[config.mk]
export PLATFORM = sky130hd
export DESIGN_NAME = supervisor_reset_status_logic
export DESIGN_NICKNAME = d
export VERILOG_FILES = /design/src/verilog/supervisor_pkg.sv /design/src/verilog/supervisor_reset_status_logic.sv
export SDC_FILE = /design/constraint.sdc
export NUM_CORES = 1
export LEC_CHECK = 0
export BUFFER_PORTS_ARGS = -buffer_cell sky130_fd_sc_hd__buf_2
export CAP_MARGIN = 20
export CORE_MARGIN = 2
export CORE_UTILIZATION = 27
export CTS_CLUSTER_DIAMETER = 100
export DETAILED_ROUTE_END_ITERATION = 8
export MAX_ROUTING_LAYER = met4
export PLACE_DENSITY = 0.53
export SLEW_MARGIN = 10
export SYNTH_ARGS = -nofsm -noshare
export SYNTH_HDL_FRONTEND = slang
export SYNTH_SLANG_ARGS = --single-unit
[constraint.sdc]
create_clock -name clk_sys_i -period 5.7 [get_ports clk_sys_i]
set_clock_uncertainty 0.2 [all_clocks]
set_input_delay 0.285 -clock clk_sys_i [delete_from_list [all_inputs] [get_ports clk_sys_i]]
set_output_delay 0.285 -clock clk_sys_i [all_outputs]
set_load 0.005 [all_outputs]
[src/verilog/supervisor_pkg.sv]
/*
  Constants shared by the supervisory reset and status logic: register
  offsets, field positions, reset values and timing counts.
  Assumes a 125 MHz system clock; no other files are needed.
*/
package supervisor_pkg;

  // --------------------------------------------------------------------
  // Clock and timing
  // --------------------------------------------------------------------
  localparam int CLK_PERIOD_PS = 8000;
  localparam int RST_QUAL_NS = 100;
  // Least time: rounded up to whole cycles.
  localparam int RST_QUAL_CYC = (RST_QUAL_NS * 1000 + CLK_PERIOD_PS - 1) / CLK_PERIOD_PS;
  localparam int REC_LONG_MS = 97;
  localparam int REC_STOP_MS = 100;
  localparam int REC_SHORT_US = 1000;
  localparam int REC_LONG_CYC = REC_LONG_MS * 125000;
  localparam int REC_STOP_CYC = REC_STOP_MS * 125000;
  localparam int REC_SHORT_CYC = REC_SHORT_US * 125;
  localparam int BATT_CHECK_HOURS = 24;
  localparam longint BATT_CHECK_CYC = 64'(BATT_CHECK_HOURS) * 3600 * 125000000;
  localparam int OSC_RUN_SEC = 4;

  // --------------------------------------------------------------------
  // Register map (word index on the plain register port)
  // --------------------------------------------------------------------
  localparam logic [3:0] ADDR_CLOCK = 4'h4;
  localparam logic [3:0] ADDR_CTRL = 4'h8;
  localparam logic [3:0] ADDR_FLAGS = 4'hF;
  localparam logic [3:0] ADDR_CENTURY = 4'h1;
  localparam logic [3:0] ADDR_SERIAL = 4'h2;
  localparam logic [3:0] ADDR_SERIAL_SEL = 4'h3;

  // Field positions.
  localparam int CLK_REC_SEL_BIT = 7;
  localparam int CLK_OSC_STOP_BIT = 6;
  localparam int CTRL_OUT_BIT = 7;
  localparam int CTRL_OSC_IRQ_EN_BIT = 0;
  localparam int CTRL_BACKUP_ALARM_BIT = 1;
  localparam int CTRL_ALARM_EN_BIT = 2;
  localparam int CTRL_TAMPER_EN_BIT = 3;
  localparam int CTRL_WDIRQ_BIT = 4;
  localparam int CTRL_OPEN_DRAIN_BIT = 5;
  localparam int FLAG_OSC_FAIL_BIT = 2;
  localparam int FLAG_BATT_LOW_BIT = 4;

  // Values after initial power-up: output level bit and open-drain select set.
  localparam logic [7:0] CTRL_RESET = 8'hA0;
  localparam logic [7:0] CLOCK_RESET = 8'h00;

  // Serial number: arbitrary neutral value, not tied to any part.
  localparam logic [63:0] SERIAL_DEFAULT = 64'h0123_4567_89AB_CD00;

endpackage

[src/verilog/supervisor_reset_status_logic.sv]
/*
  Supervisory reset, power-fail gating, interrupt pin and status flags of
  a serial clock device. Assumes all inputs but reset_i and the synchronised external reset inputs are synchronous to clk_sys_i,
  that analog comparators and the battery measurement arrive as logic
  levels, and that the oscillator running status arrives from outside as a logic level.
*/
`timescale 1ns/100ps
module supervisor_reset_status_logic #(
  parameter int QUAL_CYC = supervisor_pkg::RST_QUAL_CYC,
  parameter int REC_LONG = supervisor_pkg::REC_LONG_CYC,
  parameter int REC_STOP = supervisor_pkg::REC_STOP_CYC,
  parameter int REC_SHORT = supervisor_pkg::REC_SHORT_CYC,
  parameter longint BATT_PERIOD = supervisor_pkg::BATT_CHECK_CYC
) (
  input wire logic clk_sys_i,
  input wire logic reset_i,
  input wire logic ext_reset_in_a_n_i,
  input wire logic ext_reset_in_b_n_i,
  input wire logic supply_good_i,
  input wire logic supply_sense_in_a_low_i,
  input wire logic supply_sense_in_b_low_i,
  input wire logic osc_running_i,
  input wire logic battery_low_i,
  input wire logic century_rollover_i,
  input wire logic [3:0] reg_addr_i,
  input wire logic [7:0] reg_wdata_i,
  input wire logic reg_write_i,
  input wire logic reg_read_i,
  output logic [7:0] reg_rdata_o,
  output logic system_reset_n_o,
  output logic supply_fail_out_a_o,
  output logic supply_fail_out_a_oe_o,
  output logic supply_fail_out_b_o,
  output logic supply_fail_out_b_oe_o,
  output logic irq_out_o,
  output logic irq_out_oe_o,
  output logic leap_century_o
);

  // --------------------------------------------------------------------
  // Parameter checks
  // --------------------------------------------------------------------
  // The qualification counter is eight bits wide, so longer filters cannot be served.
  if (QUAL_CYC < 1 || QUAL_CYC > 255 || REC_SHORT < 1 || REC_LONG < 1 || REC_STOP < 1
      || BATT_PERIOD < 1) begin : g_bad_count
    $error("supervisor: counts out of range for the counters");
  end

  // --------------------------------------------------------------------
  // Reset input synchronisers and qualification filters
  // --------------------------------------------------------------------
  logic [1:0] sync_a_reg;
  logic [1:0] sync_b_reg;
  logic [7:0] qual_a_reg;
  logic [7:0] qual_b_reg;
  logic [7:0] qual_a_next;
  logic [7:0] qual_b_next;
  wire qual_a_done = (qual_a_reg >= 8'(QUAL_CYC));
  wire qual_b_done = (qual_b_reg >= 8'(QUAL_CYC));
  wire ext_hold = qual_a_done || qual_b_done;

  // A low must persist every cycle; any high restarts the count, so a
  // glitch shorter than the qualifying width never reaches the output.
  assign qual_a_next = sync_a_reg[1] ? 8'h00 : (qual_a_done ? qual_a_reg : qual_a_reg + 8'h01);
  assign qual_b_next = sync_b_reg[1] ? 8'h00 : (qual_b_done ? qual_b_reg : qual_b_reg + 8'h01);

  always_ff @(posedge clk_sys_i or posedge reset_i) begin
    if (reset_i) begin
      sync_a_reg <= 2'b11;
      sync_b_reg <= 2'b11;
      qual_a_reg <= 8'h00;
      qual_b_reg <= 8'h00;
    end else begin
      sync_a_reg <= {sync_a_reg[0], ext_reset_in_a_n_i};
      sync_b_reg <= {sync_b_reg[0], ext_reset_in_b_n_i};
      qual_a_reg <= qual_a_next;
      qual_b_reg <= qual_b_next;
    end
  end

  // --------------------------------------------------------------------
  // Recovery delay counter
  // --------------------------------------------------------------------
  typedef enum {STATE_RUN, STATE_HOLD, STATE_RECOVER} sup_state_type;
  sup_state_type state_reg;
  sup_state_type state_next;
  logic [31:0] rec_cnt_reg;
  logic [31:0] rec_cnt_next;
  logic rec_select_reg;
  logic osc_stop_reg;
  wire reset_cause = ext_hold || !supply_good_i;
  // Terminal count chosen from select and stop bits as the cause goes away.
  wire [31:0] rec_load = rec_select_reg ? 32'(REC_SHORT) :
                         (osc_stop_reg ? 32'(REC_STOP) : 32'(REC_LONG));

  always_comb begin
    state_next = state_reg;
    rec_cnt_next = rec_cnt_reg;
    case (state_reg)
      STATE_RUN: begin
        if (reset_cause) begin
          state_next = STATE_HOLD;
        end
      end
      STATE_HOLD: begin
        if (!reset_cause) begin
          state_next = STATE_RECOVER;
          rec_cnt_next = rec_load - 32'd1;
        end
      end
      STATE_RECOVER: begin
        if (reset_cause) begin
          state_next = STATE_HOLD;
        end else if (rec_cnt_reg == 32'd0) begin
          state_next = STATE_RUN;
        end else begin
          rec_cnt_next = rec_cnt_reg - 32'd1;
        end
      end
      default: state_next = STATE_HOLD;
    endcase
  end

  always_ff @(posedge clk_sys_i or posedge reset_i) begin
    if (reset_i) begin
      state_reg <= STATE_HOLD;
      rec_cnt_reg <= 32'd0;
    end else begin
      state_reg <= state_next;
      rec_cnt_reg <= rec_cnt_next;
    end
  end

  wire in_reset = (state_reg != STATE_RUN);
  wire on_battery = !supply_good_i;
  // Internal reset that clears the control enable bits on main supply; OUT and open-drain select keep their values.
  wire sys_rst_pulse = in_reset;
  assign system_reset_n_o = !in_reset;

  // --------------------------------------------------------------------
  // Register decode
  // --------------------------------------------------------------------
  wire wr_clock = reg_write_i && (reg_addr_i == supervisor_pkg::ADDR_CLOCK);
  wire wr_ctrl = reg_write_i && (reg_addr_i == supervisor_pkg::ADDR_CTRL);
  wire wr_flags = reg_write_i && (reg_addr_i == supervisor_pkg::ADDR_FLAGS);
  wire wr_sel = reg_write_i && (reg_addr_i == supervisor_pkg::ADDR_SERIAL_SEL);
  logic [7:0] ctrl_reg;
  logic [2:0] serial_sel_reg;
  logic osc_fail_reg;
  logic batt_low_reg;
  logic [1:0] century_reg;

  // Clock register holds the recovery select and stop bits; stored in
  // backed-up state, so a supervisory reset leaves them unchanged.
  always_ff @(posedge clk_sys_i or posedge reset_i) begin
    if (reset_i) begin
      rec_select_reg <= 1'b0;
      osc_stop_reg <= 1'b0;
    end else if (wr_clock && !in_reset) begin
      rec_select_reg <= reg_wdata_i[supervisor_pkg::CLK_REC_SEL_BIT];
      osc_stop_reg <= reg_wdata_i[supervisor_pkg::CLK_OSC_STOP_BIT];
    end
  end

  // Interrupt-source enables clear on every reset except a supervisory reset on battery; OUT and open-drain
  // select survive a supervisory reset as backed-up bits.
  wire [7:0] enable_mask = 8'h1F;
  always_ff @(posedge clk_sys_i or posedge reset_i) begin
    if (reset_i) begin
      ctrl_reg <= supervisor_pkg::CTRL_RESET;
    end else if (sys_rst_pulse) begin
      // On battery the enables are kept so the backup enable can act; they clear at power-up.
      if (supply_good_i) begin
        ctrl_reg <= ctrl_reg & ~enable_mask;
      end
    end else if (wr_ctrl) begin
      ctrl_reg <= reg_wdata_i;
    end
  end

  // --------------------------------------------------------------------
  // Oscillator fail flag: set wins over a software clear.
  // --------------------------------------------------------------------
  wire osc_stopped = !osc_running_i || osc_stop_reg;
  always_ff @(posedge clk_sys_i or posedge reset_i) begin
    if (reset_i) begin
      osc_fail_reg <= 1'b1;
    end else if (osc_stopped) begin
      osc_fail_reg <= 1'b1;
    end else if (wr_flags && !reg_wdata_i[supervisor_pkg::FLAG_OSC_FAIL_BIT]) begin
      osc_fail_reg <= 1'b0;
    end
  end

  // --------------------------------------------------------------------
  // Battery check scheduler, run only on main supply.
  // --------------------------------------------------------------------
  logic [63:0] batt_cnt_reg;
  logic powered_reg;
  wire batt_due = !on_battery && (!powered_reg || batt_cnt_reg == 64'd0);
  always_ff @(posedge clk_sys_i or posedge reset_i) begin
    if (reset_i) begin
      batt_cnt_reg <= 64'd0;
      powered_reg <= 1'b0;
      batt_low_reg <= 1'b0;
    end else begin
      powered_reg <= !on_battery;
      if (batt_due) begin
        batt_cnt_reg <= 64'(BATT_PERIOD - 1);
        batt_low_reg <= battery_low_i;
      end else if (!on_battery) begin
        batt_cnt_reg <= batt_cnt_reg - 64'd1;
      end
    end
  end

  // --------------------------------------------------------------------
  // Century bits and serial number window.
  // --------------------------------------------------------------------
  always_ff @(posedge clk_sys_i or posedge reset_i) begin
    if (reset_i) begin
      century_reg <= 2'b00;
      serial_sel_reg <= 3'd0;
    end else begin
      if (century_rollover_i) begin
        century_reg <= century_reg + 2'b01;
      end
      if (wr_sel) begin
        serial_sel_reg <= reg_wdata_i[2:0];
      end
    end
  end
  assign leap_century_o = (century_reg == 2'b00);
  wire [7:0] serial_byte = supervisor_pkg::SERIAL_DEFAULT[{serial_sel_reg, 3'b000} +: 8];

  // --------------------------------------------------------------------
  // Read data, valid in the cycle after the read strobe.
  // --------------------------------------------------------------------
  wire [7:0] flags_val = {3'b000, batt_low_reg, 1'b0, osc_fail_reg, 2'b00};
  wire [7:0] clock_val = {rec_select_reg, osc_stop_reg, 6'b000000};
  logic [7:0] rd_mux;
  always_comb begin
    case (reg_addr_i)
      supervisor_pkg::ADDR_CLOCK: rd_mux = clock_val;
      supervisor_pkg::ADDR_CTRL: rd_mux = ctrl_reg;
      supervisor_pkg::ADDR_FLAGS: rd_mux = flags_val;
      supervisor_pkg::ADDR_CENTURY: rd_mux = {6'b000000, century_reg};
      supervisor_pkg::ADDR_SERIAL: rd_mux = serial_byte;
      supervisor_pkg::ADDR_SERIAL_SEL: rd_mux = {5'b00000, serial_sel_reg};
      default: rd_mux = 8'h00;
    endcase
  end
  always_ff @(posedge clk_sys_i or posedge reset_i) begin
    if (reset_i) begin
      reg_rdata_o <= 8'h00;
    end else begin
      reg_rdata_o <= reg_read_i ? rd_mux : 8'h00;
    end
  end

  // --------------------------------------------------------------------
  // Power-fail outputs: low on battery, high during recovery, then follow.
  // --------------------------------------------------------------------
  wire pf_od = ctrl_reg[supervisor_pkg::CTRL_OPEN_DRAIN_BIT];
  wire pf_a = on_battery ? 1'b0 : (in_reset ? 1'b1 : !supply_sense_in_a_low_i);
  wire pf_b = on_battery ? 1'b0 : (in_reset ? 1'b1 : !supply_sense_in_b_low_i);
  always_ff @(posedge clk_sys_i or posedge reset_i) begin
    if (reset_i) begin
      supply_fail_out_a_o <= 1'b0;
      supply_fail_out_b_o <= 1'b0;
    end else begin
      supply_fail_out_a_o <= pf_a;
      supply_fail_out_b_o <= pf_b;
    end
  end
  // Open drain only drives the low level; push-pull drives both.
  assign supply_fail_out_a_oe_o = !pf_od || !supply_fail_out_a_o;
  assign supply_fail_out_b_oe_o = !pf_od || !supply_fail_out_b_o;

  // --------------------------------------------------------------------
  // Interrupt / output pin (open drain, active low).
  // --------------------------------------------------------------------
  wire osc_irq_en = ctrl_reg[supervisor_pkg::CTRL_OSC_IRQ_EN_BIT];
  wire backup_alarm_en = ctrl_reg[supervisor_pkg::CTRL_BACKUP_ALARM_BIT];
  wire any_src = osc_irq_en || ctrl_reg[supervisor_pkg::CTRL_ALARM_EN_BIT] ||
                 ctrl_reg[supervisor_pkg::CTRL_TAMPER_EN_BIT] ||
                 ctrl_reg[supervisor_pkg::CTRL_WDIRQ_BIT];
  wire pin_ok = !on_battery || backup_alarm_en;
  // The supply-loss reset must not mask the pin on battery; the backup enable gates it there.
  wire osc_irq = osc_irq_en && osc_fail_reg && (!in_reset || on_battery) && pin_ok;
  wire out_low = !any_src && !ctrl_reg[supervisor_pkg::CTRL_OUT_BIT] && pin_ok;
  always_ff @(posedge clk_sys_i or posedge reset_i) begin
    if (reset_i) begin
      irq_out_oe_o <= 1'b0;
    end else begin
      irq_out_oe_o <= osc_irq || out_low;
    end
  end
  assign irq_out_o = 1'b0;

  // --------------------------------------------------------------------
  // Assertions
  // --------------------------------------------------------------------
  a_glitch_ignored: assert property (@(posedge clk_sys_i) disable iff (reset_i)
    (state_reg == STATE_RUN && supply_good_i && $rose(sync_a_reg[1]) && qual_a_reg < 8'(QUAL_CYC)
     && !qual_b_done) |=> state_reg == STATE_RUN)
    else $error("short reset pulse caused a reset");
  a_reset_follows: assert property (@(posedge clk_sys_i) disable iff (reset_i)
    ext_hold |=> !system_reset_n_o)
    else $error("qualified reset input did not assert reset");
  a_recovery_hold: assert property (@(posedge clk_sys_i) disable iff (reset_i)
    (state_reg == STATE_RECOVER && rec_cnt_reg != 32'd0 && !reset_cause) |=> !system_reset_n_o)
    else $error("reset released before delay end");
  a_pf_forced_high: assert property (@(posedge clk_sys_i) disable iff (reset_i)
    (in_reset && supply_good_i) |=> supply_fail_out_a_o && supply_fail_out_b_o)
    else $error("fail outputs not forced high during recovery");
  a_pf_battery_low: assert property (@(posedge clk_sys_i) disable iff (reset_i)
    on_battery |=> !supply_fail_out_a_o && !supply_fail_out_b_o)
    else $error("fail outputs not low on battery");
  a_of_sticky: assert property (@(posedge clk_sys_i) disable iff (reset_i)
    (osc_fail_reg && !(wr_flags && !reg_wdata_i[supervisor_pkg::FLAG_OSC_FAIL_BIT]))
    |=> osc_fail_reg)
    else $error("oscillator fail flag lost");
  a_enables_clear: assert property (@(posedge clk_sys_i) disable iff (reset_i)
    (in_reset && supply_good_i) |=> (ctrl_reg[4:0] == 5'b00000))
    else $error("enables survive reset");
  a_osc_irq_pin: assert property (@(posedge clk_sys_i) disable iff (reset_i)
    (osc_irq_en && osc_fail_reg && !in_reset && supply_good_i) |=> irq_out_oe_o)
    else $error("oscillator interrupt not driven");
  a_century_leap: assert property (@(posedge clk_sys_i) disable iff (reset_i)
    century_rollover_i |=> century_reg == $past(century_reg) + 2'b01)
    else $error("century count wrong");
  a_fail_follow: assert property (@(posedge clk_sys_i) disable iff (reset_i)
    (!on_battery && !in_reset) |=> (supply_fail_out_a_o == !$past(supply_sense_in_a_low_i)
     && supply_fail_out_b_o == !$past(supply_sense_in_b_low_i)))
    else $error("fail outputs do not follow sense inputs");
  a_backup_pin: assert property (@(posedge clk_sys_i) disable iff (reset_i)
    (on_battery && backup_alarm_en && !any_src && !ctrl_reg[supervisor_pkg::CTRL_OUT_BIT])
    |=> irq_out_oe_o)
    else $error("output pin not driven low on battery");
  a_batt_hold: assert property (@(posedge clk_sys_i) disable iff (reset_i)
    !batt_due |=> batt_low_reg == $past(batt_low_reg))
    else $error("battery low flag changed without a check");
  a_osc_set: assert property (@(posedge clk_sys_i) disable iff (reset_i)
    osc_stopped |=> osc_fail_reg)
    else $error("oscillator fail flag not set");

endmodule

Word level (Yosys, flattened, before mapping):

Index checks and enable logic that the tools add are counted.

* reduce and logical (&&, ||, !) cells: 49
* add/subtract/negate cells: 6
* multiplexer cells: 28
* shift-type cells: 1
* bitwise gates (word level): 1
* magnitude comparators: 2
* equal/unequal tests: 16

Operator list (count)
* two-way mux 32 bit: 7
* two-way mux 64 bit: 2
* case mux 32 bit (3 select lines): 1
* zero test 32 bit: 2
* zero test 64 bit: 1
* case mux 32 bit (2 select lines): 1
* variable part select 64 x 7 -> 8 bit (first input constant): 1
* subtractor 64 x 1 -> 64 bit (second input constant): 1
* two-way mux 8 bit: 7
* case mux 8 bit (6 select lines): 1
* equality test 32 x 1 -> 1 bit (second input constant): 1
* equality test 32 x 2 -> 1 bit (second input constant): 1
* nonzero test 32 bit: 1
* subtractor 32 x 1 -> 32 bit (second input constant): 1
* subtractor 24 x 1 -> 25 bit (second input constant): 1
* two-way mux 24 bit: 1
* two-way mux 19 bit: 1
* adder 8 x 1 -> 8 bit (second input constant): 2
* >= comparator 8 x 4 -> 1 bit (second input constant): 2
* inequality test 2 bit (second input constant): 7
* logical AND 1 bit: 12
* zero test 1 bit: 12
* logical OR 1 bit: 12
* equality test 4 x 2 -> 1 bit (second input constant): 2
* other kinds (13): 23

* flip-flop bits (word level): 177
* output and inout port bits: 16
* logic and storage cells: 123
* input bits: 24

Logic depth before layout (Yosys ltp):

Gate-level depths: netlist of run 1.

* depth in word-level cells: 7
* depth in mapped cells: 11
* depth with buffers taken out: 9

Worst setup path after synthesis of run 1:

Ideal clock, no wire load.

* path type: register to register
* start point: register batt_cnt_reg[41]
* end point: register batt_low_reg
* path buffers: 2
* data required time: 5.373 ns
* cell stages (with the launch flop): 9
* path slack: 2.927 ns
* library setup time: 0.127 ns
* period minus slack after synthesis: 2.773 ns
* data arrival time: 2.446 ns
* cells stage by stage: dfrtp_1 > or4_4 > or3_4 > nor4b_2 > a41o_1 > buf_4 > and2_1 > buf_4 > mux2_1

* longest elaborated chain between the ends: 3

Ends and longest elaborated chain
* from (decl): RTL line supervisor_reset_status_logic.sv:198 `logic [63:0] batt_cnt_reg;`
* from (signal assigned): RTL line supervisor_reset_status_logic.sv:209 `batt_cnt_reg <= 64'(BATT_PERIOD - 1);`
* from (signal assigned): RTL line supervisor_reset_status_logic.sv:212 `batt_cnt_reg <= batt_cnt_reg - 64'd1;`
* zero test 64 bit: RTL line supervisor_reset_status_logic.sv:200 `wire batt_due = !on_battery && (!powered_reg || batt_cnt_reg == 64'd0);`
* logical OR 1 bit: RTL line supervisor_reset_status_logic.sv:200
* logical AND 1 bit: RTL line supervisor_reset_status_logic.sv:200
* to (signal assigned): RTL line supervisor_reset_status_logic.sv:210 `batt_low_reg <= battery_low_i;`
* to (decl): RTL line supervisor_reset_status_logic.sv:150 `logic batt_low_reg;`

Every way passes these cells.
A chain may end at the register's enable or synchronous reset.

Worst setup path after layout of run 1:

* start point: register batt_cnt_reg[41]
* end point: register batt_cnt_reg[42]

* longest elaborated chain between the ends: 4
* elaborated cells on any way between the ends: 7
* those cells by class: add/sub (1); mux (2); reduce/logical (4)

Ends and longest elaborated chain
* parallel branches: the longest is 4 deep, another holds subtractor 64 x 1 -> 64 bit

Parallel ways; which one is timed is not known. The select of a mux whose other input is x is not followed.

==> results of run 1 <==
==> kinds of logic (layout without fill, tap and decap cells) <==
logic type                 Yosys count  in the layout  synth area share
and+or+nand+nor                    397            397            0.2779
DFF                                147            147            0.4921
AOI/OAI and AO/OA                  107            107           0.08680
xor gates and xnor gates            74             74           0.08646
buffers and inverters               50            113           0.02888
adders and majority gates           11             11           0.01836
muxes                                6              6          0.009013
other                                1              1         0.0005003
==> power breakdown <==
| part | total (W) | internal [W] | switching [W] |
|---|---|---|---|
| Clock | 0.00109 | 0.000646 | 0.000449 |
| Combinational | 0.000311 | 0.000122 | 0.000189 |
| Sequential | 0.00123 | 0.00113 | 0.0000996 |
| Total | 0.00264 | 0.00190 | 0.000737 |
==> per-layer routing <==
| metal | vias to the layer above | track usage | routed length, um |
|---|---|---|---|
| met5 | - | - | 0 |
| met4 | 0 | 0.03047 | 142 |
| met3 | 9 | 0.02799 | 489 |
| met2 | 93 | 0.1883 | 7513 |
| met1 | 2831 | 0.1749 | 8578 |
| li1 | 2888 | - | - |
==> synth_stat cells (9+ instances only) <==
| cell | number | share of area |
|---|---|---|
| sky130_fd_sc_hd__nor2b_1 | 12 | 0.010 |
| sky130_fd_sc_hd__ha_1 | 11 | 0.018 |
| sky130_fd_sc_hd__o21ai_0 | 28 | 0.019 |
| sky130_fd_sc_hd__xor2_1 | 41 | 0.048 |
| sky130_fd_sc_hd__nand3_1 | 28 | 0.019 |
| sky130_fd_sc_hd__xnor2_1 | 33 | 0.039 |
| sky130_fd_sc_hd__nand2_1 | 89 | 0.045 |
| sky130_fd_sc_hd__inv_1 | 16 | 0.0080 |
| sky130_fd_sc_hd__nand4b_1 | 12 | 0.014 |
| sky130_fd_sc_hd__nand4_1 | 14 | 0.012 |
| sky130_fd_sc_hd__nor4_1 | 23 | 0.019 |
| sky130_fd_sc_hd__dfrtp_1 | 139 | 0.46 |
| sky130_fd_sc_hd__clkbuf_1 | 22 | 0.011 |
| sky130_fd_sc_hd__a21oi_1 | 33 | 0.022 |
| sky130_fd_sc_hd__a31oi_1 | 9 | 0.0075 |
| sky130_fd_sc_hd__nor3_1 | 39 | 0.026 |
| sky130_fd_sc_hd__nand3b_1 | 10 | 0.010 |
| sky130_fd_sc_hd__nor2_1 | 116 | 0.058 |
==> area by class of cell <==
type	instances	area, um^2	area share
Clock inverter	11	131.4	0.01489
Clock buffer	20	436.7	0.04949
Inverter	17	68.82	0.007799
Tap cell	372	465.4	0.05275
Sequential cell	147	3689	0.4180
Multi-Input combinational cell	596	3597	0.4077
Timing Repair Buffer	65	435.4	0.04935
==> through the flow <==
| stage | utilization | setup slack [ps] | total power [W] | cells |
|---|---|---|---|---|
| final | 0.3256 | 1761 | 0.002639 | 1228 |
| after global routing | 0.3256 | 1497 | 0.002780 | 1228 |
| after CTS | 0.3256 | 1713 | 0.002667 | 1228 |
| after detailed placement | 0.2983 | 1718 | 0.001557 | 1180 |
| after global placement | 0.2983 | 1810 | 0.001551 | 1180 |
| after floorplan | - | 1277 | 0.001458 | 793 |
==> critical path, cell delays in order, from the launching register on <==
cell                      delay (ps)
sky130_fd_sc_hd__dfrtp_1         420
sky130_fd_sc_hd__or4_4           560
sky130_fd_sc_hd__or3_4           350
sky130_fd_sc_hd__nor4b_2         840
sky130_fd_sc_hd__a41o_1          490
sky130_fd_sc_hd__and2_1          480
sky130_fd_sc_hd__buf_4           370
sky130_fd_sc_hd__nor2_1           90
==> worst paths after layout <==
path / startpoint / endpoint / slack (ps) / cells after the start
worst max-delay path: batt_cnt_reg[41] / batt_cnt_reg[42] / 1760 / 7
worst min-delay path: reg_write_i / osc_fail_reg / 50 / 4
worst max register to register: batt_cnt_reg[41] / batt_cnt_reg[42] / 1760 / 7
worst min register to register: sync_a_reg[0] / sync_a_reg[1] / 150 / 0
max in group asynchronous: reset_i / batt_cnt_reg[13] / 3710 / 4
min in group asynchronous: reset_i / rec_cnt_reg[3] / 460 / 3
==> results summary, run 1 <==
The run finished with clean final reports. The number of vias after detailed routing is 5821. The proportion of synthesized flip-flops having asynchronous set or reset is 1.000. Across the VDD grid, the largest voltage drop is 0.0001463 V. The netlist area before placement came out at 0.007496 mm^2. Synthesis produced a netlist whose cell count is 793. The top achievable clock speed is 253.9 MHz. Synthesis instantiated 66 different standard cells from the library. The library cell used most frequently in the layout, excluding fill and tap cells, is sky130_fd_sc_hd__dfrtp_1. The total number of placement rows is 60. The number of max-cap violations is 0.

After floorplanning, the core was sized to cover 0.02710 mm^2. The count of flip-flops with a built-in enable after synthesis is 0. In the finished design, the share of the clock period the worst path needs comes to 0.6910. The CTS clock-pin slew for the worst setup and hold paths is 70 ps. The initial core utilization came out at 0.2766. In this run, synthesis produced a sequential element count of 147. The final layout contains 879 nets. The average cell area after synthesis came out at 9.453 um^2.

The worst relative slew slack is 0.3541. The post-cts resize count came out at 0. The via-per-instance ratio came out at 4.740.

The final weighted congestion in routability-driven placement is 0.7882. After detailed routing, the total wire length is 16720 um. The count of buffers inserted at the top-level ports came out at 38. The setup fix buffers added after clock tree synthesis came out at 0. The first routing iteration left 352 violations. The final-report setup violation count is 0. For this run, the register share of the synthesized area comes to 0.4921. The average detailed-routed wire length per instance came out at 13.62 um.

The number of top-level pins came out at 40. The via count of the first global-routing pass came out at 5668. The number of fill cells is 2814. Entering global routing, the biggest net connects 104 pins.

The number of detailed-routing iterations run before antenna repair is 5. The number of pins exceeding their max-slew limit in the final report came to 0. The critical path class is register to register. From left edge to right edge, the die measures 170.6 um.

The leakage power figure is 3.518 nW. The CTS buffer count is 17. The warning count from the yosys run is 0.

In this run the worst hold path is classified as primary input to register. The top cell types in the final layout, fill and taps aside, are sky130_fd_sc_hd__dfrtp_1, sky130_fd_sc_hd__nor2_1, sky130_fd_sc_hd__nand2_1. The area of the die came out at 0.02911 mm^2.

Setup repair after global routing left no endpoint under its margin. The count of hold buffers inserted by post-cts repair came out at 17. The largest driver fanout on the critical path came out at 24.

The total power divided by cell area is 299.1 mW/mm^2. In this run the cell area measured after placement is 0.008085 mm^2. The number of nets still failing antenna checks after routing came out at 0. The worst hold slack is 54.20 ps.

The tree is rooted in a sky130_fd_sc_hd__clkbuf_16. The number of nets in the synthesized netlist is 828. The source-to-sink clock delay at the later pin of the worst-skew pair is 420 ps.

From synthesis to final layout, the design area changed by 17.71%. The first-pass GRT wire length is 28810 um. The required time at the endpoint of the critical path came out at 5790 ps. The total overflow left after global routing is 0.

The remaining routing DRC violations is 0. The number of failing hold endpoints at the final stage came out at 0. The total half-perimeter wirelength after legalization and detailed placement came out at 11220 um. In the synthesized netlist the dominant register cell turns out to be sky130_fd_sc_hd__dfrtp_1. The number of antenna repair diodes is 0. The sum of negative setup slack is 0 ps. The H-tree generated during clock tree synthesis spans 4 levels. The area of all placed cells without fillers came out at 0.008823 mm^2.

The actual slew at the worst max-slew pin came out at 966.4 ps. The worst setup path is launched from a register. The total track usage came out at 0.1264.

TritonCTS built the clock tree. The minimum period implied by the final worst setup slack came out at 3939 ps. The height of the die came out at 170.6 um. In the final layout, the share of cells above drive strength 1 is 0.1297.

No sink is reached through more buffers than the 2 on the longest clock path. The number of flip-flops in the largest register came out at 64. The number of antenna violations at the first check in global routing came out at 0. The data arrival time at the worst-slack endpoint is 4030 ps. The clock sink count came out at 147. The endpoint class of the critical path is a register.
Power figures use the tool's default switching activity.
==> run 2: changes to the inputs <==
- ABC_AREA: unset -> 1
- PLACE_DENSITY: 0.53 -> 0.54
- clock period: 5.7 -> 3.4 ns (I/O delays scaled with it)
==> results summary, run 2 <==
The number of detailed-routing iterations run before antenna repair is 5. In this run the worst setup path terminates at batt_cnt_reg[32]. The total half-perimeter wirelength after legalization and detailed placement came out at 17760 um.

Entering global routing, the biggest net connects 148 pins. Dividing the detail-routed wire length by the instance count gives 13.52 um. The DRC marker count from the first detailed-route iteration is 566. The average cell area after synthesis came out at 6.888 um^2. The top achievable clock speed is 395.3 MHz. Ranked by instance count, the synthesized netlist is headed by sky130_fd_sc_hd__nand2_1, sky130_fd_sc_hd__nor2_1, sky130_fd_sc_hd__inv_1, sky130_fd_sc_hd__dfrtp_1, sky130_fd_sc_hd__nand3_1. Leaving out fill and tap cells, the most frequent cells in the layout are sky130_fd_sc_hd__nand2_1, sky130_fd_sc_hd__nor2_1, sky130_fd_sc_hd__inv_1. The total overflow left after global routing is 0.

The final layout contains 1403 nets. The number of distinct library cells after synthesis came out at 44. The number of nets still failing antenna checks after routing came out at 0. In this run, synthesis produced a sequential element count of 147. Across the run, the number of max-cap violations was 0.

The wire length on met3 came out at 1191 um. The warning count from the yosys run is 0. The number of nets in the synthesized netlist is 1337. The clock tree from TritonCTS is yes. The total core area came out at 0.03262 mm^2. The largest driver fanout on the critical path is 44. The die is 186.3 um wide. The element type at the critical path start is a register. In the final routing, the length of wire on met1 measures 11940 um. The number of pins exceeding their max-slew limit in the final report came out at 0. The share of the synthesized area in the top cell type came out at 0.3878. The worst path in the final design needs a cycle of 2529 ps, including I/O delays and setup.

The CTS buffer count came out at 17. From synthesis to final layout, the design area changed by 16.59%. The gate count of the mapped netlist came out at 1302.

The maximum resistive drop on vdd is 0.0003547 V. The total power divided by cell area came out at 444.2 mW/mm^2. The top routing layer in use is met4.

Setup repair after global routing left no endpoint under its margin. The number of cells traversed by the worst hold path came out at 0. The routed length on met2 came out at 11170 um. The logic depth of the worst register-to-register path is 10. The sum of negative setup slack came out at 0 ps.

The number of antenna violations at the first check in global routing came out at 0. The number of flip-flops in the largest register is 64. The worst setup path startpoint is batt_cnt_reg[36].

The post-cts resize count came out at 0. The maximum buffer depth of the clock tree is 2. For the worst-skew pair, the clock arrives at the later sink with an insertion delay of 430 ps. The multi-input combinational cells in the finished layout cover a total of 0.004483 mm^2. The register area came out at 0.003689 mm^2. Yosys attributes the largest share of cell area to sky130_fd_sc_hd__dfrtp_1, sky130_fd_sc_hd__nand2_1, sky130_fd_sc_hd__nor2_1. The data arrival time at the worst-slack endpoint is 2620 ps. The count of flip-flops with a built-in enable after synthesis is 0. Together, buffers and inverters on the worst path number 1. STA classifies the critical path endpoint as a register. The root buffer cell chosen for the clock tree is sky130_fd_sc_hd__clkbuf_16. The cell area that synthesis handed to floorplanning was 0.008969 mm^2. Of the available clock period, the critical path in the final layout requires 0.7439. The number of vias after detailed routing is 8215.

At the end of the flow the core is filled with cells to 0.3206. After detailed routing, the number of remaining DRC violations is 0. The maximum cell stage delay along the critical path came out at 470 ps. The area of the die is 0.03469 mm^2. In this run the critical register-to-register path is launched from batt_cnt_reg[36]. The via-per-instance ratio is 4.506. The proportion of synthesized flip-flops having asynchronous set or reset is 1.000. The overall routed net length came out at 24660 um. Buffers placed on the I/O ports in this run total 38.

The clock sink count came out at 147. Yosys instantiated no cell more often than sky130_fd_sc_hd__nand2_1. The required time at the endpoint of the critical path came out at 3490 ps. The leakage power figure came out at 4.860 nW. The most frequently used flop master after synthesis is sky130_fd_sc_hd__dfrtp_1.

The total track usage came out at 0.1536. The die is 186.3 um tall. The depth of the CTS H-tree came out at 4. The slack of the worst reg-to-reg path is 870 ps. The first-pass GRT wire length came out at 40730 um. The flow ran to the end, and the final reports show no timing, DRC or antenna violations. The initial core utilization is 0.2750. The CTS clock-pin slew for the worst setup and hold paths came out at 70 ps. The total number of cells along the worst setup path came out at 10.

The number of fill cells is 3533. The tightest min-delay check is of the register to register type. The number of top-level pins is 40. Among all stages on the critical path, the largest delay is contributed by sky130_fd_sc_hd__inv_2.

The final-report setup violation count came out at 0. At the pin with the least slew margin, the transition time is 953.6 ps. The sequential fraction of the synthesis area is 0.4113. The critical path goes through nor2_1, nand2_1, nor2_1, nand2_1, nor2_2, nand2_1, nand2_2, nand2_4, inv_2, nor2_1. The most frequent standard cell in the layout excluding fill and tap cells is sky130_fd_sc_hd__nand2_1. The share of post-route cells with drive strength above 1 is 0.1057. The critical path class is register to register. The number of antenna repair diodes is 0.

The via count of the first global-routing pass is 8110. Broken down by cell family, the worst path's largest delay share belongs to simple AND/OR/NAND/NOR gates. The final weighted congestion in routability-driven placement is 0.8842.

The number of failing hold endpoints at the final stage is 0. The worst register-to-register path ends at batt_cnt_reg[32]. The synthesized design spends more area on one cell type than any other, namely sky130_fd_sc_hd__dfrtp_1. The worst relative slew slack came out at 0.3643.

The total number of placement rows is 66.
-- run 2: metrics by stage --
stage,area [um^2],hold slack [ps],worst slack (ps),instances,power [W]
after floorplan,8972,-25.52,1190,1302,0.002482
after global placement,9577,95.43,888.9,1764,0.002660
after detailed placement,9577,97.41,841.6,1764,0.002669
after CTS,10460,157.0,834.9,1823,0.004704
after global routing,10460,165.4,604.4,1823,0.004911
final,10460,156.2,870.6,1823,0.004645
-- run 2: timing repair --
action,in CTS,in global routing
hold endpoints to repair,172,0
hold buffers,27,0
buffers inserted,0,0
endpoints found under the setup margin,0,0
-- run 2: how the worst min path moves through the flow --
| stage | start | to | slack (ps) |
|---|---|---|---|
| after floorplan | ext_reset_in_a_n_i | sync_a_reg[0] | -30 |
| after CTS | sync_a_reg[0] | sync_a_reg[1] | 160 |
| after detailed placement | ext_reset_in_a_n_i | sync_a_reg[0] | 100 |
| final | sync_a_reg[0] | sync_a_reg[1] | 160 |
| after global routing | sync_b_reg[0] | sync_b_reg[1] | 170 |
| after global placement | ext_reset_in_a_n_i | sync_a_reg[0] | 100 |
-- run 2: layout make-up --
| type | instances | area share |
|---|---|---|
| tap | 442 | 0.05289 |
| clock inverter | 13 | 0.01687 |
| inverter | 160 | 0.05780 |
| clock buffer | 19 | 0.04140 |
| timing repair buffer | 71 | 0.04954 |
| sequential | 147 | 0.3528 |
| multi-input combinational | 971 | 0.4287 |
-- run 2: routing by layer --
layer  vias up  GRT usage
met5         -          -
met2       150     0.2403
li1       4198          -
met1      3846     0.2021
met4         0    0.03748
met3        21    0.03427
-- run 2: kinds of logic after synthesis --
family / count (synthesis) / synth area share
other: 1 / 0.0004181
muxes: 1 / 0.001255
and+or+nand+nor: 838 / 0.3987
buffers and inverters: 184 / 0.08887
xor gates and xnor gates: 25 / 0.02441
adders and majority gates: 11 / 0.01535
DFF: 147 / 0.4113
AOI/OAI and AO/OA: 95 / 0.05971
-- run 2: power by group --
part	total, W	switching [W]	internal, W
registers	0.00201	0.000139	0.00187
clock network	0.00198	0.000815	0.00117
logic	0.000651	0.000426	0.000225
total	0.00465	0.00138	0.00327
